**src/acpd_pkg.sv**
```systemverilog
package acpd_pkg;

    // Decoded state of a three-level control pin.
    typedef enum logic [1:0] {
        LVL_LOW,
        LVL_MID,
        LVL_HIGH
    } acpd_lvl_t;

    // Two comparator outputs from the pin's analogue level detector.
    typedef struct packed {
        logic above_hi;
        logic below_lo;
    } acpd_tri_raw_t;

    // Mode word driven to the converter core, one flop per field.
    typedef struct packed {
        logic power_down;
        logic ext_mode;
        logic alt_ext_enable;
        logic ddr_enable;
        logic edge_rising;
        logic range_high;
        logic diff_reset;
        logic cal_delay_long;
    } acpd_mode_t;

    // Calibration register location and layout.
    localparam logic [7:0]  CAL_CTRL_ADDR  = 8'h00;
    localparam int unsigned CAL_BIT        = 15;
    localparam logic [15:0] CAL_CTRL_RESET = 16'h0000;

    // Serial frame: eight address bits, then sixteen data bits, MSB first.
    localparam int unsigned FRAME_BITS = 24;
    localparam int unsigned ADDR_MSB   = 23;
    localparam int unsigned ADDR_LSB   = 16;
    localparam int unsigned DATA_MSB   = 15;

    // Calibration timing in input clock cycles.
    localparam int unsigned CAL_LOW_MIN    = 16;
    localparam int unsigned CAL_HIGH_MIN   = 16;
    localparam int unsigned CAL_RUN_CYCLES = 1024;

    // Values after reset.
    localparam acpd_lvl_t LVL_RESET = LVL_MID;

    // Comparator pair to level; a pair with both set or both clear counts as mid-supply.
    function automatic acpd_lvl_t decode_level(input acpd_tri_raw_t raw);
        if (raw.below_lo && !raw.above_hi) begin
            return LVL_LOW;
        end else if (raw.above_hi && !raw.below_lo) begin
            return LVL_HIGH;
        end
        return LVL_MID;
    endfunction : decode_level

endpackage : acpd_pkg

```
**src/acpd_cal_start.sv**
```systemverilog
`timescale 1ns/100ps
module acpd_cal_start #(
    parameter int unsigned LOW_MIN  = acpd_pkg::CAL_LOW_MIN,
    parameter int unsigned HIGH_MIN = acpd_pkg::CAL_HIGH_MIN
) (
    input  wire logic sys_clk,
    input  wire logic resetn,
    input  wire logic pin_i,
    input  wire logic enable,
    output logic      start_o
);

    localparam int unsigned LW = $clog2(LOW_MIN + 1);
    localparam int unsigned HW = $clog2(HIGH_MIN + 1);

    logic [LW-1:0] lo_cnt_d;
    logic [LW-1:0] lo_cnt_q;
    logic [HW-1:0] hi_cnt_d;
    logic [HW-1:0] hi_cnt_q;
    logic          start_d;
    logic          start_q;

    // Low phase must complete before high cycles count; a fire needs a new low phase.
    always_comb begin
        lo_cnt_d = lo_cnt_q;
        hi_cnt_d = '0;
        start_d  = 1'b0;
        if (!enable) begin
            lo_cnt_d = '0;
        end else if (!pin_i) begin
            if (lo_cnt_q != LW'(LOW_MIN)) begin
                lo_cnt_d = lo_cnt_q + LW'(1);
            end
        end else if (lo_cnt_q == LW'(LOW_MIN)) begin
            hi_cnt_d = hi_cnt_q + HW'(1);
            if (hi_cnt_q == HW'(HIGH_MIN - 1)) begin
                start_d  = 1'b1;
                lo_cnt_d = '0;
                hi_cnt_d = '0;
            end
        end else begin
            lo_cnt_d = '0;
        end
    end

    // Counter and pulse registers.
    always_ff @(posedge sys_clk or negedge resetn) begin
        if (!resetn) begin
            lo_cnt_q <= '0;
            hi_cnt_q <= '0;
            start_q  <= 1'b0;
        end else begin
            lo_cnt_q <= lo_cnt_d;
            hi_cnt_q <= hi_cnt_d;
            start_q  <= start_d;
        end
    end

    assign start_o = start_q;

    cal_pin_start_a: assert property (@(posedge sys_clk) disable iff (!resetn)
        start_q |-> $past(pin_i) && $past(enable) && ($past(hi_cnt_q) == HW'(HIGH_MIN - 1)))
        else $error("Calibration start fired without a full high phase.");

endmodule : acpd_cal_start

```
**src/acpd_top.sv**
```systemverilog
// Behaviour
// Power-down pin high puts every channel and function into power down.
// Start calibration after a minimum low count then minimum high count on the pin.
// Writing the calibration bit at register address zero also starts calibration.
// Outside extended mode, edge-select level picks the output clock edge.
// Edge-select floating or mid-supply enables double-data-rate output clocking.
// In extended mode the edge-select pin carries serial configuration data.
// Single-ended reset mode: positive pulse on reset pin resyncs output clocks.
// Reset-type low: output-clock reset is a differential pulse, reset pin positive.
// In differential reset mode the range pin is the negative reset polarity.
// Range pin acts only with reset-type floating/high and primary enable floating.
// Range pin low selects reduced full-scale range, high selects the higher range.
// Range pin floating or mid-supply enters extended control mode.
// Primary extended-control enable overrides the enable derived from the range pin.
// Differential reset mode has no range pin control and uses the higher range.
// In extended mode the output-amplitude pin is the serial clock.
// In extended mode the calibration-delay pin is the serial chip select.
// Every three-level pin decodes into low, high, or floating/mid-supply.
`timescale 1ns/100ps
module acpd_top #(
    parameter int unsigned CAL_LOW_MIN    = acpd_pkg::CAL_LOW_MIN,
    parameter int unsigned CAL_HIGH_MIN   = acpd_pkg::CAL_HIGH_MIN,
    parameter int unsigned CAL_RUN_CYCLES = acpd_pkg::CAL_RUN_CYCLES
) (
    input  wire logic                    sys_clk,
    input  wire logic                    resetn,
    input  wire acpd_pkg::acpd_tri_raw_t output_edge_select,
    input  wire acpd_pkg::acpd_tri_raw_t input_range_select,
    input  wire acpd_pkg::acpd_tri_raw_t reset_type_select,
    input  wire acpd_pkg::acpd_tri_raw_t ext_control_enable,
    input  wire acpd_pkg::acpd_tri_raw_t calibration_delay_select,
    input  wire logic                    output_amplitude_select,
    input  wire logic                    device_power_down,
    input  wire logic                    calibration_start,
    input  wire logic                    output_clock_sync_reset,
    output acpd_pkg::acpd_mode_t         mode,
    output logic                         amplitude_normal,
    output logic                         output_clock_sync_pulse,
    output logic                         calibration_busy,
    output logic [15:0]                  calibration_control
);

    localparam int unsigned NSYNC = 4;
    localparam int unsigned RW    = $clog2(CAL_RUN_CYCLES + 1);
    localparam int unsigned CW    = $clog2(acpd_pkg::FRAME_BITS + 2);

    typedef enum logic {
        CAL_IDLE,
        CAL_RUN
    } acpd_cal_state_t;

    acpd_pkg::acpd_lvl_t   edge_lvl;
    acpd_pkg::acpd_lvl_t   range_lvl;
    acpd_pkg::acpd_lvl_t   rtype_lvl;
    acpd_pkg::acpd_lvl_t   ece_lvl;
    acpd_pkg::acpd_lvl_t   cdly_lvl;

    logic [NSYNC-1:0]      pin_raw;
    logic [NSYNC-1:0]      meta_q;
    logic [NSYNC-1:0]      sync_q;
    logic                  pd_s;
    logic                  cal_s;
    logic                  rst_s;
    logic                  sclk_s;

    acpd_pkg::acpd_mode_t  mode_d;
    acpd_pkg::acpd_mode_t  mode_q;
    logic                  amp_d;
    logic                  amp_q;

    logic                  trig_lvl;
    logic                  trig_prev_q;
    logic                  pulse_d;
    logic                  pulse_q;

    logic                  sel_act;
    logic                  serial_config_data_in;
    logic                  sclk_prev_q;
    logic                  sel_prev_q;
    logic [23:0]           shift_d;
    logic [23:0]           shift_q;
    logic [CW-1:0]         cnt_d;
    logic [CW-1:0]         cnt_q;
    logic                  wr_en;

    logic                  pin_start;
    acpd_cal_state_t       cal_st_d;
    acpd_cal_state_t       cal_st_q;
    logic [RW-1:0]         run_cnt_d;
    logic [RW-1:0]         run_cnt_q;
    logic [15:0]           ctrl_d;
    logic [15:0]           ctrl_q;
    logic                  reg_start_d;
    logic                  reg_start_q;
    logic                  cal_done;

    // Three-level pins, each synchronised and decoded in its own instance.
    acpd_tri_in u_edge (.sys_clk(sys_clk), .resetn(resetn),
                        .pin_raw(output_edge_select), .level(edge_lvl));
    acpd_tri_in u_range (.sys_clk(sys_clk), .resetn(resetn),
                         .pin_raw(input_range_select), .level(range_lvl));
    acpd_tri_in u_rtype (.sys_clk(sys_clk), .resetn(resetn),
                         .pin_raw(reset_type_select), .level(rtype_lvl));
    acpd_tri_in u_ece (.sys_clk(sys_clk), .resetn(resetn),
                       .pin_raw(ext_control_enable), .level(ece_lvl));
    acpd_tri_in u_cdly (.sys_clk(sys_clk), .resetn(resetn),
                        .pin_raw(calibration_delay_select), .level(cdly_lvl));

    assign pin_raw = {output_amplitude_select, output_clock_sync_reset,
                      calibration_start, device_power_down};

    // Two-level pins come from outside the clock domain and pass two flops each.
    for (genvar i = 0; i < NSYNC; i++) begin : g_sync
        always_ff @(posedge sys_clk or negedge resetn) begin
            if (!resetn) begin
                meta_q[i] <= 1'b0;
                sync_q[i] <= 1'b0;
            end else begin
                meta_q[i] <= pin_raw[i];
                sync_q[i] <= meta_q[i];
            end
        end
    end

    assign pd_s   = sync_q[0];
    assign cal_s  = sync_q[1];
    assign rst_s  = sync_q[2];
    assign sclk_s = sync_q[3];

    // Mode decode: reset type first, then the primary enable, then the range pin.
    always_comb begin
        mode_d                = '0;
        mode_d.power_down     = pd_s;
        mode_d.diff_reset     = (rtype_lvl == acpd_pkg::LVL_LOW);
        mode_d.alt_ext_enable = !mode_d.diff_reset && (ece_lvl == acpd_pkg::LVL_MID)
                                && (range_lvl == acpd_pkg::LVL_MID);
        if (ece_lvl == acpd_pkg::LVL_LOW) begin
            mode_d.ext_mode = 1'b1;
        end else if (ece_lvl == acpd_pkg::LVL_HIGH) begin
            mode_d.ext_mode = 1'b0;
        end else begin
            mode_d.ext_mode = mode_d.alt_ext_enable;
        end
        // Differential mode leaves no pin for the range, so it defaults high.
        if (mode_d.diff_reset || ece_lvl != acpd_pkg::LVL_MID) begin
            mode_d.range_high = 1'b1;
        end else begin
            mode_d.range_high = (range_lvl != acpd_pkg::LVL_LOW);
        end
        mode_d.ddr_enable     = !mode_d.ext_mode && (edge_lvl == acpd_pkg::LVL_MID);
        mode_d.edge_rising    = !mode_d.ext_mode && (edge_lvl == acpd_pkg::LVL_HIGH);
        mode_d.cal_delay_long = !mode_d.ext_mode && (cdly_lvl == acpd_pkg::LVL_HIGH);
        amp_d                 = mode_d.ext_mode ? 1'b1 : sclk_s;
    end

    always_ff @(posedge sys_clk or negedge resetn) begin
        if (!resetn) begin
            mode_q <= '0;
            amp_q  <= 1'b1;
        end else begin
            mode_q <= mode_d;
            amp_q  <= amp_d;
        end
    end

    // Output-clock reset. The negative leg comes through the level decoder and so
    // lags the positive leg by one cycle; the pulse must be wider than that.
    always_comb begin
        if (mode_d.diff_reset) begin
            trig_lvl = rst_s && (range_lvl == acpd_pkg::LVL_LOW);
        end else begin
            trig_lvl = rst_s;
        end
        pulse_d = trig_lvl && !trig_prev_q;
    end

    always_ff @(posedge sys_clk or negedge resetn) begin
        if (!resetn) begin
            trig_prev_q <= 1'b0;
            pulse_q     <= 1'b0;
        end else begin
            trig_prev_q <= trig_lvl;
            pulse_q     <= pulse_d;
        end
    end

    // Serial shifter. The serial clock is oversampled, so it must stay well below
    // the system clock and data must be stable a few cycles around its rising edge.
    always_comb begin
        sel_act = mode_d.ext_mode && (cdly_lvl == acpd_pkg::LVL_LOW);
        serial_config_data_in   = (edge_lvl == acpd_pkg::LVL_HIGH);
        shift_d = shift_q;
        cnt_d   = cnt_q;
        wr_en   = 1'b0;
        if (sel_act) begin
            if (sclk_s && !sclk_prev_q) begin
                shift_d = {shift_q[22:0], serial_config_data_in};
                if (cnt_q != CW'(acpd_pkg::FRAME_BITS + 1)) begin
                    cnt_d = cnt_q + CW'(1);
                end
            end
        end else begin
            cnt_d = '0;
            // Only an exact-length frame addressed to the calibration register writes.
            wr_en = sel_prev_q && (cnt_q == CW'(acpd_pkg::FRAME_BITS))
                    && (shift_q[acpd_pkg::ADDR_MSB:acpd_pkg::ADDR_LSB]
                        == acpd_pkg::CAL_CTRL_ADDR);
        end
    end

    always_ff @(posedge sys_clk or negedge resetn) begin
        if (!resetn) begin
            sclk_prev_q <= 1'b0;
            sel_prev_q  <= 1'b0;
            shift_q     <= '0;
            cnt_q       <= '0;
        end else begin
            sclk_prev_q <= sclk_s;
            sel_prev_q  <= sel_act;
            shift_q     <= shift_d;
            cnt_q       <= cnt_d;
        end
    end

    // Pin-initiated calibration start detector.
    acpd_cal_start #(
        .LOW_MIN  (CAL_LOW_MIN),
        .HIGH_MIN (CAL_HIGH_MIN)
    ) u_cal_start (
        .sys_clk (sys_clk),
        .resetn  (resetn),
        .pin_i   (cal_s),
        .enable  (!pd_s),
        .start_o (pin_start)
    );

    // Calibration sequencer and register. A write in the finishing cycle wins over
    // the hardware clear of the calibration bit.
    always_comb begin
        cal_st_d    = cal_st_q;
        run_cnt_d   = run_cnt_q;
        ctrl_d      = ctrl_q;
        reg_start_d = 1'b0;
        cal_done    = 1'b0;
        unique case (cal_st_q)
            CAL_IDLE: begin
                run_cnt_d = '0;
                if (!pd_s && (pin_start || reg_start_q)) begin
                    cal_st_d = CAL_RUN;
                end
            end
            CAL_RUN: begin
                run_cnt_d = run_cnt_q + RW'(1);
                if (pd_s || run_cnt_q == RW'(CAL_RUN_CYCLES - 1)) begin
                    cal_st_d = CAL_IDLE;
                    cal_done = 1'b1;
                end
            end
        endcase
        if (cal_done) begin
            ctrl_d[acpd_pkg::CAL_BIT] = 1'b0;
        end
        if (wr_en) begin
            ctrl_d      = shift_q[acpd_pkg::DATA_MSB:0];
            reg_start_d = shift_q[acpd_pkg::CAL_BIT] && !ctrl_q[acpd_pkg::CAL_BIT];
        end
    end

    always_ff @(posedge sys_clk or negedge resetn) begin
        if (!resetn) begin
            cal_st_q    <= CAL_IDLE;
            run_cnt_q   <= '0;
            ctrl_q      <= acpd_pkg::CAL_CTRL_RESET;
            reg_start_q <= 1'b0;
        end else begin
            cal_st_q    <= cal_st_d;
            run_cnt_q   <= run_cnt_d;
            ctrl_q      <= ctrl_d;
            reg_start_q <= reg_start_d;
        end
    end

    assign mode                    = mode_q;
    assign amplitude_normal        = amp_q;
    assign output_clock_sync_pulse = pulse_q;
    assign calibration_busy        = (cal_st_q == CAL_RUN);
    assign calibration_control     = ctrl_q;

    pd_mode_a: assert property (@(posedge sys_clk) disable iff (!resetn)
        pd_s |=> mode_q.power_down && (cal_st_q == CAL_IDLE))
        else $error("Power down not reflected or calibration not stopped.");

    reg_cal_a: assert property (@(posedge sys_clk) disable iff (!resetn)
        (reg_start_q && cal_st_q == CAL_IDLE && !pd_s) |=> cal_st_q == CAL_RUN)
        else $error("Register calibration request did not start a run.");

    edge_sel_a: assert property (@(posedge sys_clk) disable iff (!resetn)
        (!mode_d.ext_mode && edge_lvl != acpd_pkg::LVL_MID)
        |=> mode_q.edge_rising == ($past(edge_lvl) == acpd_pkg::LVL_HIGH) && !mode_q.ddr_enable)
        else $error("Output edge select not followed.");

    ddr_sel_a: assert property (@(posedge sys_clk) disable iff (!resetn)
        mode_q.ddr_enable |-> !mode_q.ext_mode && $past(edge_lvl) == acpd_pkg::LVL_MID)
        else $error("Double data rate enabled without a mid-level edge pin.");

    serial_config_data_in_shift_a: assert property (@(posedge sys_clk) disable iff (!resetn)
        (sel_act && sclk_s && !sclk_prev_q) |=> shift_q[0] == $past(serial_config_data_in))
        else $error("Serial data bit not captured on serial clock edge.");

    se_reset_a: assert property (@(posedge sys_clk) disable iff (!resetn)
        (!mode_d.diff_reset && $rose(rst_s) && !trig_prev_q) |=> pulse_q ##1 !pulse_q)
        else $error("Single-ended reset pulse not issued as one cycle.");

    diff_reset_a: assert property (@(posedge sys_clk) disable iff (!resetn)
        (mode_d.diff_reset && pulse_d) |-> rst_s && range_lvl == acpd_pkg::LVL_LOW)
        else $error("Differential reset fired without both legs asserted.");

    range_gate_a: assert property (@(posedge sys_clk) disable iff (!resetn)
        mode_q.alt_ext_enable |-> !mode_q.diff_reset && $past(ece_lvl) == acpd_pkg::LVL_MID)
        else $error("Alternate enable taken while range pin is not in range role.");

    range_sel_a: assert property (@(posedge sys_clk) disable iff (!resetn)
        (mode_d.diff_reset || range_lvl == acpd_pkg::LVL_HIGH) |=> mode_q.range_high)
        else $error("Higher range not selected.");

    ece_prec_a: assert property (@(posedge sys_clk) disable iff (!resetn)
        (ece_lvl == acpd_pkg::LVL_HIGH) |=> !mode_q.ext_mode && !$past(sel_act))
        else $error("Primary enable did not override alternate enable.");

endmodule : acpd_top

```
**src/acpd_tri_in.sv**
```systemverilog
`timescale 1ns/100ps
module acpd_tri_in (
    input  wire logic                   sys_clk,
    input  wire logic                   resetn,
    input  wire acpd_pkg::acpd_tri_raw_t pin_raw,
    output acpd_pkg::acpd_lvl_t         level
);

    acpd_pkg::acpd_tri_raw_t meta_q;
    acpd_pkg::acpd_tri_raw_t sync_q;
    acpd_pkg::acpd_lvl_t     level_d;
    acpd_pkg::acpd_lvl_t     level_q;

    // Only the second stage is decoded, so a metastable first stage never leaks.
    always_comb begin
        level_d = acpd_pkg::decode_level(sync_q);
    end

    // Two-stage synchroniser followed by the decoded level register.
    always_ff @(posedge sys_clk or negedge resetn) begin
        if (!resetn) begin
            meta_q  <= '0;
            sync_q  <= '0;
            level_q <= acpd_pkg::LVL_RESET;
        end else begin
            meta_q  <= pin_raw;
            sync_q  <= meta_q;
            level_q <= level_d;
        end
    end

    assign level = level_q;

    tri_decode_a: assert property (@(posedge sys_clk) disable iff (!resetn)
        ##1 (level_q == acpd_pkg::decode_level($past(sync_q))))
        else $error("Decoded level does not follow synchronised comparators.");

endmodule : acpd_tri_in

```
**config.mk**
```make
export PLATFORM = sky130hd
export DESIGN_NAME = acpd_top
export DESIGN_NICKNAME = d
export VERILOG_FILES = /design/src/acpd_pkg.sv /design/src/acpd_cal_start.sv /design/src/acpd_top.sv /design/src/acpd_tri_in.sv
export SDC_FILE = /design/constraint.sdc
export NUM_CORES = 1
export LEC_CHECK = 0
export ABC_CLOCK_PERIOD_IN_PS = 3200
export BUFFER_PORTS_ARGS = -buffer_cell sky130_fd_sc_hd__buf_4
export CORE_ASPECT_RATIO = 1.4
export CORE_MARGIN = 4
export CORE_UTILIZATION = 25
export CTS_BUF_LIST = sky130_fd_sc_hd__clkbuf_4
export DETAILED_ROUTE_END_ITERATION = 10
export HOLD_SLACK_MARGIN = 0.12
export PLACE_DENSITY_LB_ADDON = 0.05
export SYNTH_ARGS = -nofsm -noshare
export SYNTH_HDL_FRONTEND = slang
export SYNTH_SLANG_ARGS = --single-unit
```
**constraint.sdc**
```tcl
create_clock -name sys_clk -period 3.2 [get_ports sys_clk]
set_input_delay 0 -clock sys_clk [delete_from_list [all_inputs] [get_ports sys_clk]]
set_output_delay 0 -clock sys_clk [all_outputs]
set_load 0.05 [all_outputs]
```
After elaboration in Yosys (flattened, before gate mapping)

Cells that the tools add are included.

Reductions and logical operators: 53
$add $sub $neg: 4
Multiplexer cells: 56
Bitwise gates (word level): 1
Equality and inequality tests: 16

Operators by type and width:

| cell                  | number |
|---|---|
| $mux 5                | 12 |
| $mux 2                | 15 |
| $mux 1                | 26 |
| $logic_and 1x1->1     | 23 |
| $pmux 11 s2           | 1 |
| $logic_not 1->1       | 16 |
| $mux 16               | 1 |
| $add 5x1->5 const B   | 3 |
| $add 11x1->11 const B | 1 |
| $eq 11x10->1 const B  | 1 |
| $eq 5x5->1 const B    | 2 |
| $ne 5x5->1 const B    | 2 |
| $logic_not 2->1       | 4 |
| $logic_not 8->1       | 1 |
| $eq 2x1->1 const B    | 3 |
| $eq 2x2->1 const B    | 3 |
| $ne 2x1->1 const B    | 3 |
| $reduce_and 2->1      | 3 |
| $eq 5x4->1 const B    | 1 |
| $ne 4x4->1 const B    | 1 |
| $reduce_bool 2->1     | 2 |
| $logic_or 1x1->1      | 3 |
| $reduce_bool 3->1     | 1 |
| $pmux 1 s2            | 1 |
| $not 1->1             | 1 |

Flip-flop bits (word level): 120
Output and inout port bits: 27
Bits of input ports: 16

Logic depth before layout (Yosys ltp)

Gate-level depths: netlist (run 1).

Depth after elaboration: 9
Mapped depth: 7

Cells and area by module

From an unflattened synthesis (run 1), not the netlist that was laid out.

Cell total of the unflattened synthesis: 302
Area total of the unflattened synthesis: 4498.1 µm²

By module, submodules not included:

| module         | area an instance (µm²) | cells an instance | times used |
|---|---|---|---|
| acpd_top       | 3123.0                 | 211               | 1 |
| acpd_tri_in    | 167.7                  | 8                 | 5 |
| acpd_cal_start | 536.8                  | 51                | 1 |

Worst setup path after synthesis (run 1)

Ideal clock, no wire load.

Kind: reg2reg
Start point: register shift_q[21]
End point: register ctrl_q[10], in the netlist calibration_control[10]
Arrival: 2.104 ns
Setup time: 0.125 ns
Stages on the path, launching flop included: 6
Slack: 0.971 ns
Cells stage by stage: dfrtp_1 or4_1 or4_4 a21oi_4 buf_12 mux2_4

Cells in the longest elaborated chain, start to end: 3

RTL lines:

| what                   | line            | text |
|---|---|---|
| from (decl)            | acpd_top.sv:81  | `logic [23:0] shift_q;` |
| from (signal assigned) | acpd_top.sv:220 | `shift_q <= shift_d;` |
| $logic_not 8->1        | acpd_top.sv:206 | `&& (shift_q[acpd_pkg::ADDR_MSB:acpd_pkg::ADDR_LSB]` |
| $logic_and 1x1->1      | acpd_top.sv:206 |  |
| $mux 1                 | acpd_top.sv:195 | `if (sel_act) begin` |
| to (signal assigned)   | acpd_top.sv:273 | `ctrl_q <= acpd_pkg::CAL_CTRL_RESET;` |
| to (signal assigned)   | acpd_top.sv:278 | `ctrl_q <= ctrl_d;` |
| to (decl)              | acpd_top.sv:92  | `logic [15:0] ctrl_q;` |

Every way passes these cells.
A chain may end at the register's enable or synchronous reset.

Worst setup path in the final report (run 1)

Start point: register shift_q[21]
End point: register ctrl_q[4], in the netlist calibration_control[4]

The elaborated chain is that of the path after synthesis.

==> results of run 1 <==
[timing repair]
item                                   CTS  global route
hold buffers                            31             0
gates resized for setup                  0             0
setup buffers                            0             0
endpoints found under the hold margin  131             0
[layout make-up]
type	count	area (um^2)
antenna	1	2.50
clock inverter	14	135
timing repair buffer	78	693
inverter	14	52.6
fill	1753	11700
multi-input combinational	162	1320
tap	236	295
sequential	120	3010
clock buffer	17	128
[final timing paths]
| check | start | endpoint | slack, ps | depth (start not counted) |
|---|---|---|---|---|
| max | shift_q[21]$_DFFE_PN0P_ | calibration_control[4]$_DFFE_PN0P_ | 830 | 5 |
| min | u_ece.meta_q[0]$_DFF_PN0_ | u_ece.sync_q[0]$_DFF_PN0_ | 350 | 0 |
| max reg2reg | shift_q[21]$_DFFE_PN0P_ | calibration_control[4]$_DFFE_PN0P_ | 830 | 5 |
| max in group asynchronous | resetn | amplitude_normal$_DFF_PN1_ | 2190 | 4 |
| min in group asynchronous | resetn | u_ece.level[0]$_DFF_PN1_ | 610 | 3 |
| min reg2reg | u_ece.meta_q[0]$_DFF_PN0_ | u_ece.sync_q[0]$_DFF_PN0_ | 350 | 0 |
[per-layer routing]
metal | global-route usage | wire length (um) | up-vias
li1 | - | - | 1212
met1 | 0.109 | 3740 | 1248
met2 | 0.143 | 3880 | 45
met3 | 0.0365 | 369 | 10
met4 | 0.0464 | 156 | 0
met5 | 0 | 0 | -
[critical path: cells and delay by family, from the launching register on]
kind,cells,cell delay [ps]
buf+inv,1,310
flops,1,390
simple gates,2,1070
mux,1,370
compound gates,1,120
[cell usage after synthesis]
master / count / area [um^2]
and3_1: 2 / 12.5
a22o_1: 1 / 8.76
mux2_2: 32 / 360
nand2b_1: 2 / 12.5
and2_1: 10 / 62.6
or2_2: 2 / 12.5
nor2b_1: 6 / 37.5
a211oi_1: 1 / 7.51
nand2_1: 11 / 41.3
nor3_1: 5 / 25.0
or3_1: 1 / 6.26
and3b_2: 1 / 10.0
a21oi_4: 1 / 16.3
nand3_1: 10 / 50.1
a21boi_0: 1 / 7.51
o31a_1: 1 / 8.76
buf_12: 1 / 20.0
o2111ai_1: 1 / 8.76
nor3b_1: 2 / 15.0
mux2_4: 9 / 135
ha_1: 12 / 150
nand3b_1: 1 / 7.51
or4_4: 1 / 11.3
dfstp_2: 6 / 158
dfrtp_1: 114 / 2850
nand4_1: 5 / 31.3
o21a_1: 1 / 7.51
clkbuf_1: 3 / 11.3
nor4_1: 1 / 6.26
inv_1: 14 / 52.6
xor2_1: 8 / 70.1
nand4b_1: 1 / 8.76
a21oi_1: 5 / 25.0
nor4b_1: 1 / 8.76
nor4bb_1: 1 / 10.0
nor2_1: 12 / 45.0
or4_1: 3 / 22.5
xnor2_1: 7 / 61.3
o21ai_0: 4 / 20.0
[kinds of logic (layout without fill, tap and decap cells)]
family,count (synthesis),count (layout),share of synthesized area
other,0,1,0
buffers and inverters,18,123,0.0190
xor gates and xnor gates,15,15,0.0297
AOI/OAI and AO/OA,16,16,0.0249
and+or+nand+nor,78,78,0.0988
DFF,120,120,0.681
adders and majority gates,12,12,0.0340
muxes,41,41,0.112
[registers in the layout, indices dropped and copies added, names as in the netlist, 4 cells and up]
register / cells
u_cal_start.hi_cnt_q: 5
shift_q: 24
calibration_control: 16
mode: 8
meta_q: 4
run_cnt_q: 11
cnt_q: 5
u_cal_start.lo_cnt_q: 5
[stage by stage]
| stage | setup slack [ps] | instance area, um^2 | util | instances | total power, W |
|---|---|---|---|---|---|
| after floorplan | 971 | 4420 | - | 300 | 0.00170 |
| after global placement | 810 | 5050 | 0.291 | 579 | 0.00179 |
| after detailed placement | 787 | 5050 | 0.291 | 579 | 0.00179 |
| after CTS | 775 | 5640 | 0.325 | 641 | 0.00288 |
| after global routing | 720 | 5640 | 0.325 | 642 | 0.00296 |
| final | 832 | 5640 | 0.325 | 642 | 0.00280 |
[report_power, final]
| group | total, W | switching (W) | internal (W) |
|---|---|---|---|
| sequential | 0.00159 | 0.0000238 | 0.00157 |
| clock | 0.00102 | 0.000572 | 0.000448 |
| combinational | 0.000189 | 0.000108 | 0.0000813 |
==> qor.tcl, run 1 <==
set qor(first_global_vias) 2686
set qor(worstPathMaxFanout) 17
set qor(result_of_the_run) {completed}
set qor(post_route_cells_drive_above_1_share) 0.321
set qor(cts_tree) {yes}
set qor(clk_latency_ps) 510
set qor(synthesis.nets) 328
set qor(slew_viol_final) 0
set qor(ir_drop_uv) 208
set qor(max_slew_margin) 0.622
set qor(worst_setup_hold_path_clk_slew_ps) 100
set qor(timing.critical_path.slowest_stage_cell) {or4_4}
set qor(finalWeightedCongestion) 0.676
set qor(achievable-frequency_ghz) 0.422
set qor(largest_net_degree_at_the_start_of_global_routing) 64
set qor(first_iter_violations) 63
set qor(rsz0062_at_grt) {no}
set qor(worstSetupEndpointType) {register}
set qor(detailed_place_hpwl_um) 4930
set qor(clock-sinks) 120
set qor(total_negative_setup_slack_ps) 0
set qor(cell_count_after_synthesis) 300
set qor(layout_commonest_cell) {dfrtp_1}
set qor(timing.critical_path.required_ps) 3610
set qor(vias) 2515
set qor(netlist-cell-type-count) 39
set qor(gr-usage-all-layers) 0.0915
set qor(critical_path.startpoint_type) {register}
set qor(chipWidth_um) 120
set qor(timing.max_cap.violations) 0
set qor(ys_seq_area_frac) 0.681
set qor(powerDensity_nw_per_um2) 497
set qor(final_count_of_negative_setup_slack_endpoints) 0
set qor(cp_slowest_stage_delay_ps) 540
set qor(avgRoutedWirePerCell_um) 12.7
set qor(detail-route-antenna-nets) 0
set qor(synth_warnings) 0
set qor(drc_errors) 0
set qor(clk_path_buf_depth) 2
set qor(area_enclosed_by_the_die_boundary_um2) 19900
set qor(gr-total-overflow) 0
set qor(start_util) 0.255
set qor(holdCritPathClass) {register to register}
set qor(design.core.area_um2) 17300
set qor(syn-mean-instance-area_um2) 14.7
set qor(critPathKind) {register to register}
set qor(place.port_buffers) 42
set qor(p_leak_nw) 2.67
set qor(synth_seq_cells) 120
set qor(clockRootBuffer) {clkbuf_4}
set qor(cp_cell_sequence) {or4_1 -> or4_4 -> a21oi_4 -> buf_4 -> mux2_2}
set qor(finalWorstPathRequiredPeriod_ps) 2370
set qor(fin_hold_ws_ps) 349
set qor(ctsHtreeMaxLevel) 4
set qor(synth_area_um2) 4420
set qor(numCtsBuffers) 17
set qor(drt-pass1-iter-count) 5
set qor(mostFrequentLayoutCells) {dfrtp_1 (114), buf_4 (46), mux2_2 (32)}
set qor(cp.arrival_ps) 2770
set qor(clock_skew_ps) 16.1
set qor(count_of_standard_cell_rows) 57
set qor(routed_wl_um) 8140
set qor(antenna_violations_before_repair) 1
set qor(final_min_period_over_clock_period) 0.740
set qor(area_delta_synth_final_pct) 27.7
set qor(num_io_pins) 43
set qor(grt_pass1_wl_um) 13800
set qor(final-hold-violation-count) 0
set qor(floorplan.die.height_um) 165
set qor(tightest_slew_ps) 562
set qor(final_nets) 421
set qor(route.detailed.vias_per_inst) 3.92
(Power assumes the default switching activity.)
==> run 2: changes to the inputs <==
ABC_CLOCK_PERIOD_IN_PS = 2050   (was 3200)
clock period = 2.05 ns   (was 3.2 ns; I/O delays follow)
==> qor.tcl, run 2 (synthesis results as in run 1) <==
set qor(timing.max_cap.violations) 0 ;# unchanged
set qor(worstSetupEndpointType) {register} ;# unchanged
set qor(finalWeightedCongestion) 0.669 ;# was 0.676
set qor(critPathKind) {register to register} ;# unchanged
set qor(fin_hold_ws_ps) 356 ;# was 349 ps
set qor(place.port_buffers) 42 ;# unchanged
set qor(finalWorstPathRequiredPeriod_ps) 2230 ;# was 2370 ps
set qor(regMostFlops) {shift_q} ;# unchanged
set qor(drt-pass1-iter-count) 2 ;# was 5
set qor(floorplan.die.height_um) 165 ;# unchanged
set qor(result_of_the_run) {complete, but fails checks} ;# was completed
set qor(design.core.area_um2) 17300 ;# unchanged
set qor(largest_net_degree_at_the_start_of_global_routing) 41 ;# was 64
set qor(slew_viol_final) 0 ;# unchanged
set qor(final_count_of_negative_setup_slack_endpoints) 16 ;# was 0
set qor(final_min_period_over_clock_period) 1.09 ;# was 0.740
set qor(cp.arrival_ps) 2620 ;# was 2770 ps
set qor(critical_path.startpoint_type) {register} ;# unchanged
set qor(antenna_violations_before_repair) 1 ;# unchanged
set qor(timing.critical_path.required_ps) 2440 ;# was 3610 ps
set qor(routed-wl-met2_um) 4040 ;# was 3880 um
set qor(num_io_pins) 43 ;# unchanged
set qor(violated_checks) {setup timing}
set qor(chipWidth_um) 120 ;# unchanged
set qor(powerDensity_nw_per_um2) 784 ;# was 497 nW/um^2
set qor(clk_latency_ps) 500 ;# was 510 ps
set qor(detail-route-antenna-nets) 0 ;# unchanged
set qor(numCtsBuffers) 17 ;# unchanged
set qor(first_global_vias) 2952 ;# was 2686
set qor(routed_wl_um) 8230 ;# was 8140 um
set qor(final_nets) 435 ;# was 421
set qor(max_slew_margin) 0.717 ;# was 0.622
set qor(detailed_place_hpwl_um) 5340 ;# was 4930 um
set qor(clockRootBuffer) {clkbuf_4} ;# unchanged
set qor(cts_tree) {yes} ;# unchanged
set qor(vias) 2574 ;# was 2515
set qor(gr-usage-all-layers) 0.0971 ;# was 0.0915
set qor(route.detailed.vias_per_inst) 3.92 ;# about the same
set qor(final-hold-violation-count) 0 ;# unchanged
set qor(ctsHtreeMaxLevel) 4 ;# unchanged
set qor(ir_drop_uv) 340 ;# was 208 uV
set qor(area_delta_synth_final_pct) 31.4 ;# was 27.7%
set qor(post_route_cells_drive_above_1_share) 0.326 ;# was 0.321
set qor(holdCritPathClass) {register to register} ;# unchanged
set qor(gr-total-overflow) 0 ;# unchanged
set qor(cts_setup_buffers) 0 ;# unchanged
set qor(final_critical_path_setup_slack_ps) -179 ;# was 832 ps
set qor(drc_errors) 0 ;# unchanged
set qor(largest_register_ffs) 24 ;# unchanged
set qor(first_iter_violations) 44 ;# was 63
set qor(worst_setup_hold_path_clk_slew_ps) 100 ;# about the same
set qor(rsz0062_at_grt) {yes} ;# was no
set qor(p_leak_nw) 2.78 ;# was 2.67 nW
set qor(tightest_slew_ps) 425 ;# was 562 ps
set qor(area_enclosed_by_the_die_boundary_um2) 19900 ;# unchanged
set qor(count_of_standard_cell_rows) 57 ;# unchanged
set qor(worst-r2r-cell-count) 5 ;# unchanged
set qor(grt_pass1_wl_um) 14800 ;# was 13800 um
set qor(start_util) 0.255 ;# unchanged
set qor(clk_path_buf_depth) 2 ;# unchanged
set qor(avgRoutedWirePerCell_um) 12.5 ;# was 12.7 um
set qor(achievable-frequency_ghz) 0.449 ;# was 0.422 GHz
set qor(met1Wirelength_um) 3670 ;# was 3740 um
set qor(worstPathMaxFanout) 17 ;# unchanged
set qor(routed-wl-met3_um) 362 ;# was 369 um
set qor(clock-sinks) 120 ;# unchanged
set qor(hold_path_stages) 0 ;# unchanged
set qor(post-place-ws_ps) -194 ;# was 787 ps
set qor(mostFrequentLayoutCells) {dfrtp_1 (114), buf_4 (58), dlygate4sd3_1 (30)} ;# was dfrtp_1 (114), buf_4 (46), mux2_2 (32)
set qor(layout_commonest_cell) {dfrtp_1} ;# unchanged
set qor(clock_skew_ps) 15.7 ;# was 16.1 ps
set qor(routed.top_layer) {met4} ;# unchanged
[run 2: cell types whose count changed in the layout (fill, tap and decap cells not counted), moves of 2 or more]
| cell | before | now |
|---|---|---|
| mux2_4 | 9 | 12 |
| buf_4 | 46 | 58 |
| bufinv_16 | 2 | 4 |
| clkinv_1 | 1 | 9 |
| buf_12 | 1 | 4 |
| clkinv_2 | 5 | 2 |
| mux2_2 | 32 | 29 |
| clkinvlp_4 | 5 | 0 |
[run 2: report_power, final]
part	total (W)	internal, W	switching, W
Sequential	0.00249	0.00245	0.0000353
Combinational	0.000306	0.000134	0.000172
Clock	0.00176	0.000928	0.000829
[run 2: critical path, stage by stage (launching register included)]
cell and delay, ps:
dfrtp_1 380, or4_1 520, or4_4 530, a21oi_4 160, buf_12 200, mux2_2 340
[run 2: through the flow]
stage / instances / setup TNS [ps] / cell area (um^2) / total power, W / utilization
final: 657 / -2420 / 5800 / 0.00455 / 0.335
after global routing: 657 / -3350 / 5800 / 0.00482 / 0.335
after CTS: 656 / -2760 / 5790 / 0.00468 / 0.334
after detailed placement: 593 / -2710 / 5180 / 0.00280 / 0.299
after global placement: 593 / -2680 / 5180 / 0.00280 / 0.299
after floorplan: 300 / -1940 / 4420 / 0.00265 / -
[run 2: layout make-up]
class | count | area (um^2)
fillers | 1765 | 11500
flip-flops and latches | 120 | 3010
multi-input cells | 162 | 1340
repair buffers | 92 | 816
well taps | 236 | 295
clock inverters | 15 | 164
clock buffers | 17 | 128
inverters | 14 | 52.6
diodes | 1 | 2.50
[run 2: metal layers]
layer  vias up  global-route usage
met5         -                   0
met4         0              0.0495
met3         7              0.0375
met2        42               0.154
met1      1280               0.115
li1       1245                   -
[run 2: final timing paths]
path / start / to / slack, ps
setup / recovery: shift_q[23]$_DFFE_PN0P_ / calibration_control[4]$_DFFE_PN0P_ / -180
setup reg to reg: shift_q[23]$_DFFE_PN0P_ / calibration_control[4]$_DFFE_PN0P_ / -180
max in group asynchronous: resetn / shift_q[4]$_DFFE_PN0P_ / 1070
hold reg to reg: u_ece.meta_q[0]$_DFF_PN0_ / u_ece.sync_q[0]$_DFF_PN0_ / 360
hold / removal: u_ece.meta_q[0]$_DFF_PN0_ / u_ece.sync_q[0]$_DFF_PN0_ / 360
min in group asynchronous: resetn / u_edge.level[0]$_DFF_PN1_ / 620
[run 2: what timing repair did]
action / CTS / global route
hold buffers: 31 / 0
endpoints found under the hold margin: 134 / 0
endpoints found under the setup margin: 16 / 17
resized for setup: 1 / 2
pin swaps: 0 / 1
